$ cat src/design/tmr3cc_defines.svh
// register offsets, field positions, reset values and divider counts of the third timer
`ifndef TMR3CC_DEFINES_SVH
`define TMR3CC_DEFINES_SVH
`define TMR3_ADDR_ACTION   8'h90
`define TMR3_ADDR_EDGEPS   8'h91
`define TMR3_ADDR_CNT_HI   8'h92
`define TMR3_ADDR_CNT_LO   8'h93
`define TMR3_ADDR_CMP_BASE 8'h94
`define TMR3_ADDR_MASK     8'h9C
`define TMR3_ADDR_FLAGS    8'h9D
`define TMR3_CTRL_RESET    8'h00
`define TMR3_CNT_RESET     16'h0000
`define TMR3_CNT_PRESET    16'hFFF8
`define TMR3_CNT_MAX       16'hFFFF
`define TMR3_CMP_RESET     16'hFFFF
`define TMR3_BIT_SELECT    0
`define TMR3_BIT_STOP      1
`define TMR3_FLD_EVENT     3:2
`define TMR3_FLD_PRESCALE  5:4
`define TMR3_FLD_CAPEDGE   7:6
`define TMR3_BIT_OVF       3
`define TMR3_DIV4_LAST     2'h3
`define TMR3_DIV16_LAST    4'hF
`endif

$ cat src/design/tmr3cc_pkg.sv
// types of the third timer
package tmr3cc_pkg;
	typedef enum logic [1:0] {
		TMR3_PS_TIMER1 = 2'b00,
		TMR3_PS_DIV1   = 2'b01,
		TMR3_PS_DIV4   = 2'b10,
		TMR3_PS_DIV16  = 2'b11
	} tmr3cc_prescale_t;
	typedef enum logic [1:0] {
		TMR3_EDGE_NONE = 2'b00,
		TMR3_EDGE_RISE = 2'b01,
		TMR3_EDGE_FALL = 2'b10,
		TMR3_EDGE_ANY  = 2'b11
	} tmr3cc_edge_t;
	typedef enum logic [1:0] {
		TMR3_ACT_OFF    = 2'b00,
		TMR3_ACT_TOGGLE = 2'b01,
		TMR3_ACT_LOW    = 2'b10,
		TMR3_ACT_HIGH   = 2'b11
	} tmr3cc_action_t;
endpackage

$ cat src/design/tmr3cc_top.sv
// third timer: free counter, four compare channels, capture on channel four
`timescale 1ns/1ns
`include "tmr3cc_defines.svh"
// Summary of operation
// - counter always readable; normal mode: write to either byte clears it
// - special test mode: write to high byte presets counter to FFF8
// - high byte read latches low byte for the next cycle's read
// - counter resets to zero
// - two-bit action per channel: off, toggle, drive low, drive high
// - select bit 0 picks capture or compare for channel four
// - capture edge field: off, rising, falling, any; only in capture mode
// - prescale field: first timer rate, divide by 1, 4, 16
// - prescale field accepts only its first write after reset
// - event field: internal clock, or rising, falling, any external edge
// - event field accepts only its first write after reset
// - stop bit halts counter and prescaler, holds count at zero
// - mask bits 7 to 3 gate the matching flag bits
// - three compare and channel four sources share one request
// - channel four enable serves capture or compare by mode
// - overflow flag and its enable raise a separate request
// - bits 2 to 0 of mask and flags read zero
// - writing one clears a flag, zero leaves it
// - compare flags set when counter equals compare register
// - channel four flag set by compare match or selected capture edge
// - overflow flag set when counter wraps from FFFF to zero
// - write to compare high byte inhibits compare for one cycle
// - compare and channel four registers reset to all ones
module tmr3cc_top (
	// clock and reset
	input  wire logic       sys_clk,
	input  wire logic       reset,
	// register port
	input  wire logic [7:0] addr,
	input  wire logic [7:0] wr_data,
	input  wire logic       wr_en,
	input  wire logic       rd_en,
	output logic      [7:0] rd_data,
	// chip context
	input  wire logic       special_test_mode,
	input  wire logic       timer1_tick,
	// pins
	input  wire logic       event_clock_pin,
	input  wire logic       channel_four_pin,
	output logic      [3:0] compare_pin_out,
	output logic      [3:0] compare_pin_oe,
	// requests
	output logic            irq_compare,
	output logic            irq_overflow
);
	logic [7:0]  action_q;
	logic [7:0]  edgeps_q;
	logic        ps_locked_q;
	logic        ev_locked_q;
	logic [7:0]  mask_q;
	logic [7:0]  flags_q;
	logic [15:0] cnt_q;
	logic        cnt_new_q;
	logic [7:0]  lo_buf_q;
	logic        lo_buf_valid_q;
	logic [3:0]  ps_cnt_q;
	logic [2:0]  ev_sync_q;
	logic [2:0]  cap_sync_q;
	logic [7:0]  rd_data_q;
	logic [7:0]  rd_mux;
	logic        tick;
	logic        ev_edge;
	logic        cap_ev;
	logic        ch4_capture;
	logic        stop;
	logic        wr_cnt;
	logic        ovf_ev;
	logic [3:0]  match;
	logic [7:0]  flag_set;
	logic [15:0] cmp_val [4];

	assign ch4_capture = edgeps_q[`TMR3_BIT_SELECT];
	assign stop = edgeps_q[`TMR3_BIT_STOP];
	assign wr_cnt = wr_en && (addr == `TMR3_ADDR_CNT_HI || addr == `TMR3_ADDR_CNT_LO);

	// control registers, write-once fields locked by first write
	always_ff @(posedge sys_clk) begin
		if (reset) begin
			action_q    <= `TMR3_CTRL_RESET;
			edgeps_q    <= `TMR3_CTRL_RESET;
			ps_locked_q <= 1'b0;
			ev_locked_q <= 1'b0;
			mask_q      <= `TMR3_CTRL_RESET;
		end else if (wr_en) begin
			if (addr == `TMR3_ADDR_ACTION)
				action_q <= wr_data;
			if (addr == `TMR3_ADDR_MASK)
				mask_q <= {wr_data[7:3], 3'h0};
			if (addr == `TMR3_ADDR_EDGEPS) begin
				edgeps_q[`TMR3_FLD_CAPEDGE] <= wr_data[`TMR3_FLD_CAPEDGE];
				edgeps_q[1:0] <= wr_data[1:0];
				ps_locked_q <= 1'b1;
				ev_locked_q <= 1'b1;
				if (!ps_locked_q)
					edgeps_q[`TMR3_FLD_PRESCALE] <= wr_data[`TMR3_FLD_PRESCALE];
				if (!ev_locked_q)
					edgeps_q[`TMR3_FLD_EVENT] <= wr_data[`TMR3_FLD_EVENT];
			end
		end
	end

	// pin synchronisers, third stage only for edge detection
	always_ff @(posedge sys_clk) begin
		if (reset) begin
			ev_sync_q  <= 3'h0;
			cap_sync_q <= 3'h0;
		end else begin
			ev_sync_q  <= {ev_sync_q[1:0], event_clock_pin};
			cap_sync_q <= {cap_sync_q[1:0], channel_four_pin};
		end
	end

	// external edge selection for event counting and capture
	always_comb begin
		unique case (tmr3cc_pkg::tmr3cc_edge_t'(edgeps_q[`TMR3_FLD_EVENT]))
			tmr3cc_pkg::TMR3_EDGE_NONE: ev_edge = 1'b0;
			tmr3cc_pkg::TMR3_EDGE_RISE: ev_edge = ev_sync_q[1] && !ev_sync_q[2];
			tmr3cc_pkg::TMR3_EDGE_FALL: ev_edge = !ev_sync_q[1] && ev_sync_q[2];
			tmr3cc_pkg::TMR3_EDGE_ANY:  ev_edge = ev_sync_q[1] ^ ev_sync_q[2];
		endcase
		unique case (tmr3cc_pkg::tmr3cc_edge_t'(edgeps_q[`TMR3_FLD_CAPEDGE]))
			tmr3cc_pkg::TMR3_EDGE_NONE: cap_ev = 1'b0;
			tmr3cc_pkg::TMR3_EDGE_RISE: cap_ev = cap_sync_q[1] && !cap_sync_q[2];
			tmr3cc_pkg::TMR3_EDGE_FALL: cap_ev = !cap_sync_q[1] && cap_sync_q[2];
			tmr3cc_pkg::TMR3_EDGE_ANY:  cap_ev = cap_sync_q[1] ^ cap_sync_q[2];
		endcase
		cap_ev = cap_ev && ch4_capture;
	end

	// prescaler, halted and cleared by stop
	always_ff @(posedge sys_clk) begin
		if (reset || stop)
			ps_cnt_q <= 4'h0;
		else
			ps_cnt_q <= ps_cnt_q + 4'h1;
	end

	// counter clock source
	always_comb begin
		unique case (tmr3cc_pkg::tmr3cc_prescale_t'(edgeps_q[`TMR3_FLD_PRESCALE]))
			tmr3cc_pkg::TMR3_PS_TIMER1: tick = timer1_tick;
			tmr3cc_pkg::TMR3_PS_DIV1:   tick = 1'b1;
			tmr3cc_pkg::TMR3_PS_DIV4:   tick = ps_cnt_q[1:0] == `TMR3_DIV4_LAST;
			tmr3cc_pkg::TMR3_PS_DIV16:  tick = ps_cnt_q == `TMR3_DIV16_LAST;
		endcase
		if (edgeps_q[`TMR3_FLD_EVENT] != 2'b00)
			tick = ev_edge;
		tick = tick && !stop;
	end

	assign ovf_ev = tick && !wr_cnt && cnt_q == `TMR3_CNT_MAX;

	// free counter
	always_ff @(posedge sys_clk) begin
		if (reset || stop) begin
			cnt_q     <= `TMR3_CNT_RESET;
			cnt_new_q <= 1'b0;
		end else if (wr_cnt) begin
			cnt_new_q <= 1'b0;
			if (special_test_mode && addr == `TMR3_ADDR_CNT_HI)
				cnt_q <= `TMR3_CNT_PRESET;
			else
				cnt_q <= `TMR3_CNT_RESET;
		end else begin
			cnt_new_q <= tick;
			if (tick)
				cnt_q <= cnt_q + 16'h0001;
		end
	end

	// low byte buffer for coherent two-byte read
	always_ff @(posedge sys_clk) begin
		if (reset) begin
			lo_buf_q       <= 8'h00;
			lo_buf_valid_q <= 1'b0;
		end else begin
			lo_buf_valid_q <= rd_en && addr == `TMR3_ADDR_CNT_HI;
			if (rd_en && addr == `TMR3_ADDR_CNT_HI)
				lo_buf_q <= cnt_q[7:0];
		end
	end

	// compare channels
	genvar i;
	generate
		for (i = 0; i < 4; i++) begin : g_ch
			localparam logic [7:0] HI_ADDR = `TMR3_ADDR_CMP_BASE + 8'(2 * i);
			localparam logic [7:0] LO_ADDR = HI_ADDR + 8'h01;
			logic [15:0] cmp_q;
			logic        inhibit_q;
			logic        pin_q;
			logic [1:0]  act;
			assign act = action_q[7 - 2 * i -: 2];
			always_ff @(posedge sys_clk) begin
				if (reset) begin
					cmp_q     <= `TMR3_CMP_RESET;
					inhibit_q <= 1'b0;
				end else begin
					inhibit_q <= wr_en && addr == HI_ADDR;
					if (i == 3 && cap_ev)
						cmp_q <= cnt_q;
					else if (wr_en && addr == HI_ADDR)
						cmp_q[15:8] <= wr_data;
					else if (wr_en && addr == LO_ADDR)
						cmp_q[7:0] <= wr_data;
				end
			end
			assign match[i] = cnt_new_q && !inhibit_q && cnt_q == cmp_q
				&& !(i == 3 && ch4_capture);
			assign cmp_val[i] = cmp_q;
			always_ff @(posedge sys_clk) begin
				if (reset)
					pin_q <= 1'b0;
				else if (match[i]) begin
					unique case (tmr3cc_pkg::tmr3cc_action_t'(act))
						tmr3cc_pkg::TMR3_ACT_OFF:    pin_q <= pin_q;
						tmr3cc_pkg::TMR3_ACT_TOGGLE: pin_q <= !pin_q;
						tmr3cc_pkg::TMR3_ACT_LOW:    pin_q <= 1'b0;
						tmr3cc_pkg::TMR3_ACT_HIGH:   pin_q <= 1'b1;
					endcase
				end
			end
			assign compare_pin_out[i] = pin_q;
			assign compare_pin_oe[i]  = act != 2'b00 && !(i == 3 && ch4_capture);
		end
	endgenerate

	// event flags, set wins over clear
	assign flag_set = {match[0], match[1], match[2], ch4_capture ? cap_ev : match[3],
		ovf_ev, 3'h0};
	always_ff @(posedge sys_clk) begin
		if (reset)
			flags_q <= `TMR3_CTRL_RESET;
		else if (wr_en && addr == `TMR3_ADDR_FLAGS)
			flags_q <= (flags_q & ~{wr_data[7:3], 3'h0}) | flag_set;
		else
			flags_q <= flags_q | flag_set;
	end

	assign irq_compare  = |(mask_q[7:4] & flags_q[7:4]);
	assign irq_overflow = mask_q[`TMR3_BIT_OVF] && flags_q[`TMR3_BIT_OVF];

	// read data
	always_comb begin
		rd_mux = 8'h00;
		unique case (addr)
			`TMR3_ADDR_ACTION: rd_mux = action_q;
			`TMR3_ADDR_EDGEPS: rd_mux = edgeps_q;
			`TMR3_ADDR_CNT_HI: rd_mux = cnt_q[15:8];
			`TMR3_ADDR_CNT_LO: rd_mux = lo_buf_valid_q ? lo_buf_q : cnt_q[7:0];
			`TMR3_ADDR_MASK:   rd_mux = mask_q;
			`TMR3_ADDR_FLAGS:  rd_mux = flags_q;
			default:           rd_mux = 8'h00;
		endcase
		for (int k = 0; k < 4; k++) begin
			if (addr == `TMR3_ADDR_CMP_BASE + 8'(2 * k))
				rd_mux = cmp_val[k][15:8];
			if (addr == `TMR3_ADDR_CMP_BASE + 8'(2 * k + 1))
				rd_mux = cmp_val[k][7:0];
		end
	end

	always_ff @(posedge sys_clk) begin
		if (reset || !rd_en)
			rd_data_q <= 8'h00;
		else
			rd_data_q <= rd_mux;
	end
	assign rd_data = rd_data_q;
endmodule

$ cat config.mk
export PLATFORM = sky130hd
export DESIGN_NAME = tmr3cc_top
export DESIGN_NICKNAME = d
export VERILOG_FILES = /design/src/design/tmr3cc_pkg.sv /design/src/design/tmr3cc_top.sv
export VERILOG_INCLUDE_DIRS = /design/src /design/src/design
export SDC_FILE = /design/constraint.sdc
export NUM_CORES = 1
export LEC_CHECK = 0
export ABC_CLOCK_PERIOD_IN_PS = 2500
export BUFFER_PORTS_ARGS = -buffer_cell sky130_fd_sc_hd__buf_4
export CAP_MARGIN = 20
export CORE_MARGIN = 5
export CORE_UTILIZATION = 60
export CTS_CLUSTER_SIZE = 14
export DETAILED_ROUTE_END_ITERATION = 7
export GPL_ROUTABILITY_DRIVEN = 1
export PLACE_DENSITY = 0.8
export SYNTH_ARGS = -nofsm -noshare
export SYNTH_HDL_FRONTEND = slang
export SYNTH_SLANG_ARGS = --single-unit
$ cat constraint.sdc
create_clock -name sys_clk -period 2.5 [get_ports sys_clk]
set_input_delay 0.375 -clock sys_clk [delete_from_list [all_inputs] [get_ports sys_clk]]
set_output_delay 0.375 -clock sys_clk [all_outputs]
set_load 0.02 [all_outputs]
## Word level (Yosys, flattened, before mapping)

Cells that the tools add are included.
W data, S select, Z words.

- Register bits: 146
- Input bits: 24
- Output and inout port bits: 18

- Add/sub/neg operators: 2
- Equal/unequal tests: 43
- Muxes and demuxes: 27
- Bitwise gates (word level): 15
- Reductions and logical operators: 79

Operator list:

| operator | number |
|---|---|
| $eq A8 B8 Y1 const B | 14 |
| $mux W8 | 13 |
| $eq A16 B16 Y1 | 4 |
| $mux W16 | 4 |
| $pmux W8 S6 | 1 |
| $logic_and A1 B1 Y1 | 31 |
| $eq A2 B2 Y1 const B | 15 |
| $reduce_and A2 Y1 | 11 |
| $add A16 B1 Y16 const B | 1 |
| $eq A16 B16 Y1 const B | 1 |
| $logic_not A1 Y1 | 16 |
| $or A8 B8 Y8 | 2 |
| $reduce_bool A2 Y1 | 8 |
| $eq A2 B1 Y1 const B | 7 |
| $logic_not A2 Y1 | 7 |
| $pmux W1 S3 | 4 |
| $pmux W1 S4 | 3 |
| $and A8 B8 Y8 | 1 |
| $not A1 Y1 | 8 |
| $not A8 Y8 | 1 |
| $add A4 B1 Y4 const B | 1 |
| $and A4 B4 Y4 | 1 |
| $eq A4 B4 Y1 const B | 1 |
| $reduce_or A4 Y1 | 1 |
| other kinds (6) | 10 |

## Longest topological paths before layout

- Depth after elaboration: 10
- Gate-level depth with buffers: 9

## Worst setup path before layout

OpenSTA, ideal clock, no wires.

- Path type: register to register
- Start point: reg ev_sync_q[1]
- End point: reg flags_q[3]
- Library setup time: 0.070 ns
- Arrival time: 1.896 ns
- Data required time: 2.430 ns
- Path slack: 0.534 ns
- Stages on the path, launching flop included: 9
- Path buffers: 0
- Period minus slack after synthesis: 1.966 ns
- Cells stage by stage: dfxtp_1 inv_1 ha_1 nand2b_1 a31oi_1 a21oi_2 or2_4 or4b_1 a21oi_1

- Cells in the longest elaborated chain, start to end: 9

Ends and longest elaborated chain:

| element | line | source |
|---|---|---|
| start: declaration | tmr3cc_top.sv:61 | `logic [2:0] ev_sync_q;` |
| start signal: assignment | tmr3cc_top.sv:112 | `ev_sync_q <= {ev_sync_q[1:0], event_clock_pin};` |
| $logic_not A1 Y1 | tmr3cc_top.sv:122 | `tmr3cc_pkg::TMR3_EDGE_FALL: ev_edge = !ev_sync_q[1] && ev_sync_q[2];` |
| $logic_and A1 B1 Y1 | tmr3cc_top.sv:122 |  |
| $pmux W1 S4 (*) | tmr3cc_top.sv:119 | `` unique case (tmr3cc_pkg::tmr3cc_edge_t'(edgeps_q[`TMR3_FLD_EVENT])) `` |
| $mux W1 (*) | tmr3cc_top.sv:150 | `` if (edgeps_q[`TMR3_FLD_EVENT] != 2'b00) `` |
| $logic_and A1 B1 Y1 (*) | tmr3cc_top.sv:152 | `tick = tick && !stop;` |
| $logic_and A1 B1 Y1 (*) | tmr3cc_top.sv:155 | `` assign ovf_ev = tick && !wr_cnt && cnt_q == `TMR3_CNT_MAX; `` |
| $logic_and A1 B1 Y1 (no line) (*) | n/a |  |
| $or A8 B8 Y8 (on tied branches) | tmr3cc_top.sv:241, tmr3cc_top.sv:239 |  |
| $mux W8 (*) | tmr3cc_top.sv:238 | `` else if (wr_en && addr == `TMR3_ADDR_FLAGS) `` |
| end signal: assignment | tmr3cc_top.sv:237 | `` flags_q <= `TMR3_CTRL_RESET; `` |
| end signal: assignment | tmr3cc_top.sv:239 | `flags_q <= (flags_q & ~{wr_data[7:3], 3'h0}) \| flag_set;` |
| end signal: assignment | tmr3cc_top.sv:241 | `flags_q <= flags_q \| flag_set;` |
| end: declaration | tmr3cc_top.sv:55 | `logic [7:0] flags_q;` |

Every way passes the cells marked *; elsewhere a longest branch is shown, timed or not.
A chain may end at the register's enable or synchronous reset.

## Worst setup path after layout

- Start point: reg cnt_q[2]
- End point: reg g_ch[2].pin_q

- Cells in the longest elaborated chain, start to end: 3

Ends and longest elaborated chain:

| element | line | source |
|---|---|---|
| start: declaration | tmr3cc_top.sv:56 | `logic [15:0] cnt_q;` |
| start signal: assignment | tmr3cc_top.sv:160 | `` cnt_q <= `TMR3_CNT_RESET; `` |
| start signal: assignment | tmr3cc_top.sv:165 | `` cnt_q <= `TMR3_CNT_PRESET; `` |
| start signal: assignment | tmr3cc_top.sv:167 | `` cnt_q <= `TMR3_CNT_RESET; `` |
| $eq A16 B16 Y1 | tmr3cc_top.sv:212 | `assign match[i] = cnt_new_q && !inhibit_q && cnt_q == cmp_q` |
| $logic_and A1 B1 Y1 | tmr3cc_top.sv:212 |  |
| $reduce_and A2 Y1 (no line) | n/a |  |
| end signal: assignment | tmr3cc_top.sv:220 | `tmr3cc_pkg::TMR3_ACT_OFF: pin_q <= pin_q;` |
| end signal: assignment | tmr3cc_top.sv:221 | `tmr3cc_pkg::TMR3_ACT_TOGGLE: pin_q <= !pin_q;` |
| end: declaration | tmr3cc_top.sv:195 | `logic pin_q;` |

Every way passes these cells.

==> results.md <==
* Measured slew at the worst slew-check pin at 745 ps
* P per Cell Area at 566 mW/mm^2
* Maximum VDD drop at 0.000604 V
* Antenna violations before repair at 0
* Core area at 0.0131 mm^2
* Total die area at 0.0157 mm^2
* Post-synthesis net count at 1000
* YS warnings at 0
* Combinational share of power at 6.8%
* Reg2reg setup slack at 120 ps
* Clock power frac at 47.5%
* Critical path class: register to register
* Fin nets at 1020
* F_max at 421 MHz
* Sequential share of the synthesized area at 36.0%
* Xor/xnor share of the synthesized area at 7.49%
* HP Class: input pin to register
* Worst hold slack at 156 ps
* Overflow after GRT at 0
* Ys flop type: dfxtp_1
* Share of cells above drive strength 1 at 16.5%
* Critical Path Sink Type: register
* CTS root buf: clkbuf_16
* R2r worst-path depth at 6
* Total chip power at 0.00508 W
* Synth Instances at 970
* Post-synth top area share at 36.0%
* Vias at 7599
* Clock Latency Late Sink at 430 ps
* Worst-path clk slew at 60 ps
* Die Height at 125 um
* Largest family of logic cells by synthesized area: simple AND/OR/NAND/NOR gates
* Area delta synth->final at 12.9%
* Number of global-route vias before repair at 7000
* Worst Path Required at 2810 ps
* Most common cell after layout, fill and taps aside: nand2_1
* Final worst path period share at 95.1%
* RSZ-0062 raised after global routing: no
* Netlist cell types at 67
* Worst R2R End: g_ch[2].pin_q
* R2r startpoint: cnt_q[2]
* Most frequent cells in the layout: nand2_1, dfxtp_1, buf_4, nor2_1, xnor2_1
* Crit path max fanout at 7
* Post-synthesis simple-gate area fraction at 27.5%
* Netlist Area Pre-Place at 0.00795 mm^2
* Die extent in x at 125 um
* # fillers at 1078
* Synthesized flop and latch total at 143
* IO buf count at 41
* IO Count at 42
* Avg WL per Cell at 22.2 um
* Cell accounting for the most synthesized area: dfxtp_1
* Placed wire-length estimate at 18500 um
* Worst Hold Depth at 2
* CTS tree: yes
* Hold-fix buffers, CTS at 0
* Sequential Power Share at 45.6%
* Final Skew at 7.19 ps
* Crit path time final at 2380 ps
* Final wirelength at 26200 um
* # DRC at 0
* Slew margin rel. at 50.3%
* P_sw at 0.00123 W
* Clock H-tree levels at 4
* Max-cap viol count at 0
* Setup TNS at 0 ps
* Mux share of post-synthesis cell area at 7.28%
* Hold Vio Cnt, Final at 0
* Status: completed
* Synth area leaders: dfxtp_1, nand2_1, xnor2_1
* Largest net degree at the start of global routing at 80
* Endpoints failing setup at 0
* Antenna-violating nets left at 0
* Final Max Slew Viols at 0
* Initial DRC Count at 1066
* GRT Overall Usage at 33.2%
* First-pass GRT wire length at 40600 um
* Switching Share at 24.2%
* Ys async rst share at 0%
* Total CTS buffers at 17
* Hold EP: cap_sync_q[0]
* Layout Utilization at 68.4%
* Hold Crit Start: channel_four_pin
* Int Pwr at 0.00385 W
* CTS sink cnt at 143
* Clock Path Buffers at 2
* P_leak at 3.53 nW
* Area share of fa/ha/maj cells after synthesis at 0.944%
* Critical Path AT at 2690 ps
* Worst Setup Start Kind: register
* Worst Setup Slack post-DPL at 36.1 ps
* Compound-Gate Fraction of Synth Area at 15.3%
* Placement Rows at 42
* Post-synth EDFFs at 0
* Setup ws final at 122 ps
* Gpl congestion at 1.09
* Synth Area per Inst at 8.20 um^2
* Initial DRT Pass Iterations at 5
* Via density at 6.45
* Initial Util at 60.5%
how the worst max path moves through the flow:
| stage | from | endpoint | slack, ps | depth (start not counted) |
|---|---|---|---|---|
| after floorplan | ev_sync_q[1] | flags_q[3] | 530 | 8 |
| after global placement | cnt_q[8] | g_ch[2].pin_q | 60 | 7 |
| after detailed placement | cnt_q[9] | g_ch[2].pin_q | 40 | 7 |
| after CTS | cnt_q[9] | g_ch[2].pin_q | 20 | 7 |
| after global routing | cnt_q[8] | g_ch[2].pin_q | 90 | 7 |
| final | cnt_q[2] | g_ch[2].pin_q | 120 | 6 |
power groups by stage:
stage / clock network, W / registers, W / logic [W]
floorplan: 0 / 0.00236 / 0.000222
global placement: 0 / 0.00237 / 0.000334
detailed placement: 0 / 0.00237 / 0.000333
CTS: 0.00243 / 0.00232 / 0.000335
global route: 0.00253 / 0.00232 / 0.000363
finish: 0.00242 / 0.00232 / 0.000348
layer usage:
| layer | track usage [%] | wire (um) |
|---|---|---|
| met2 | 48.4 | 11300 |
| met3 | 8.14 | 3030 |
| met5 | 0 | 0 |
| met4 | 15.8 | 1120 |
| met1 | 46.3 | 10700 |
cells in the mapped netlist (7+ instances only):
library cell,n
o31ai_1,9
mux2i_1,32
a21oi_1,55
xnor2_1,63
buf_2,39
clkbuf_1,33
o21ai_0,32
nand3b_1,34
nor2b_1,28
nand4_1,16
a211oi_1,13
a31oi_1,26
nor2_1,77
mux4_2,9
nor3_1,11
nand2b_1,13
nand3_1,28
nand2_1,152
inv_1,15
a211o_1,17
buf_4,7
dfxtp_1,143
or2_2,21
stage by stage:
step | cells | area [um^2]
3_5_place_dp | 1147 | 8420
6_report | 1179 | 8980
5_1_grt | 1178 | 8980
4_1_cts | 1178 | 8970
2_1_floorplan | 970 | 7950
3_3_place_gp | 1147 | 8420
cells by family (layout without fill, tap and decap cells):
logic type / count (synthesis) / in the layout
AOI/OAI and AO/OA: 190 / 190
xor gates and xnor gates: 68 / 68
adders and majority gates: 6 / 6
buffers and inverters: 95 / 127
DFF: 143 / 143
muxes: 46 / 46
other: 0 / 1
and+or+nand+nor: 422 / 422
worst max-delay path: stages, from the launching register on:
cell	delay [ps]
dfxtp_1	660
xor2_1	130
nor4b_1	590
buf_4	220
nand2_1	60
or4b_1	490
o311ai_0	100
what timing repair did:
item	in CTS	in global routing
resized for setup	0	3
buffers inserted	0	0
setup endpoints to repair	0	1
sequential cells by signal (all words and copies together), names as in the netlist, 5 cells and up:
name	cells
g_ch.cmp_q	64
cnt_q	16
action_q	8
edgeps_q	8
lo_buf_q	8
rd_data	8
flags_q	5
mask_q	5
area by class of cell:
class	instances	area, um^2	share of cell area (%)
multi-input cells	732	4660	51.8
flip-flops and latches	143	2870	31.9
repair buffers	81	621	6.91
clock buffers	21	470	5.24
well taps	176	220	2.45
clock inverters	10	88.8	0.989
inverters	15	56.3	0.627
diodes	1	2.50	0.0279
Power figures use the tool's default switching activity.
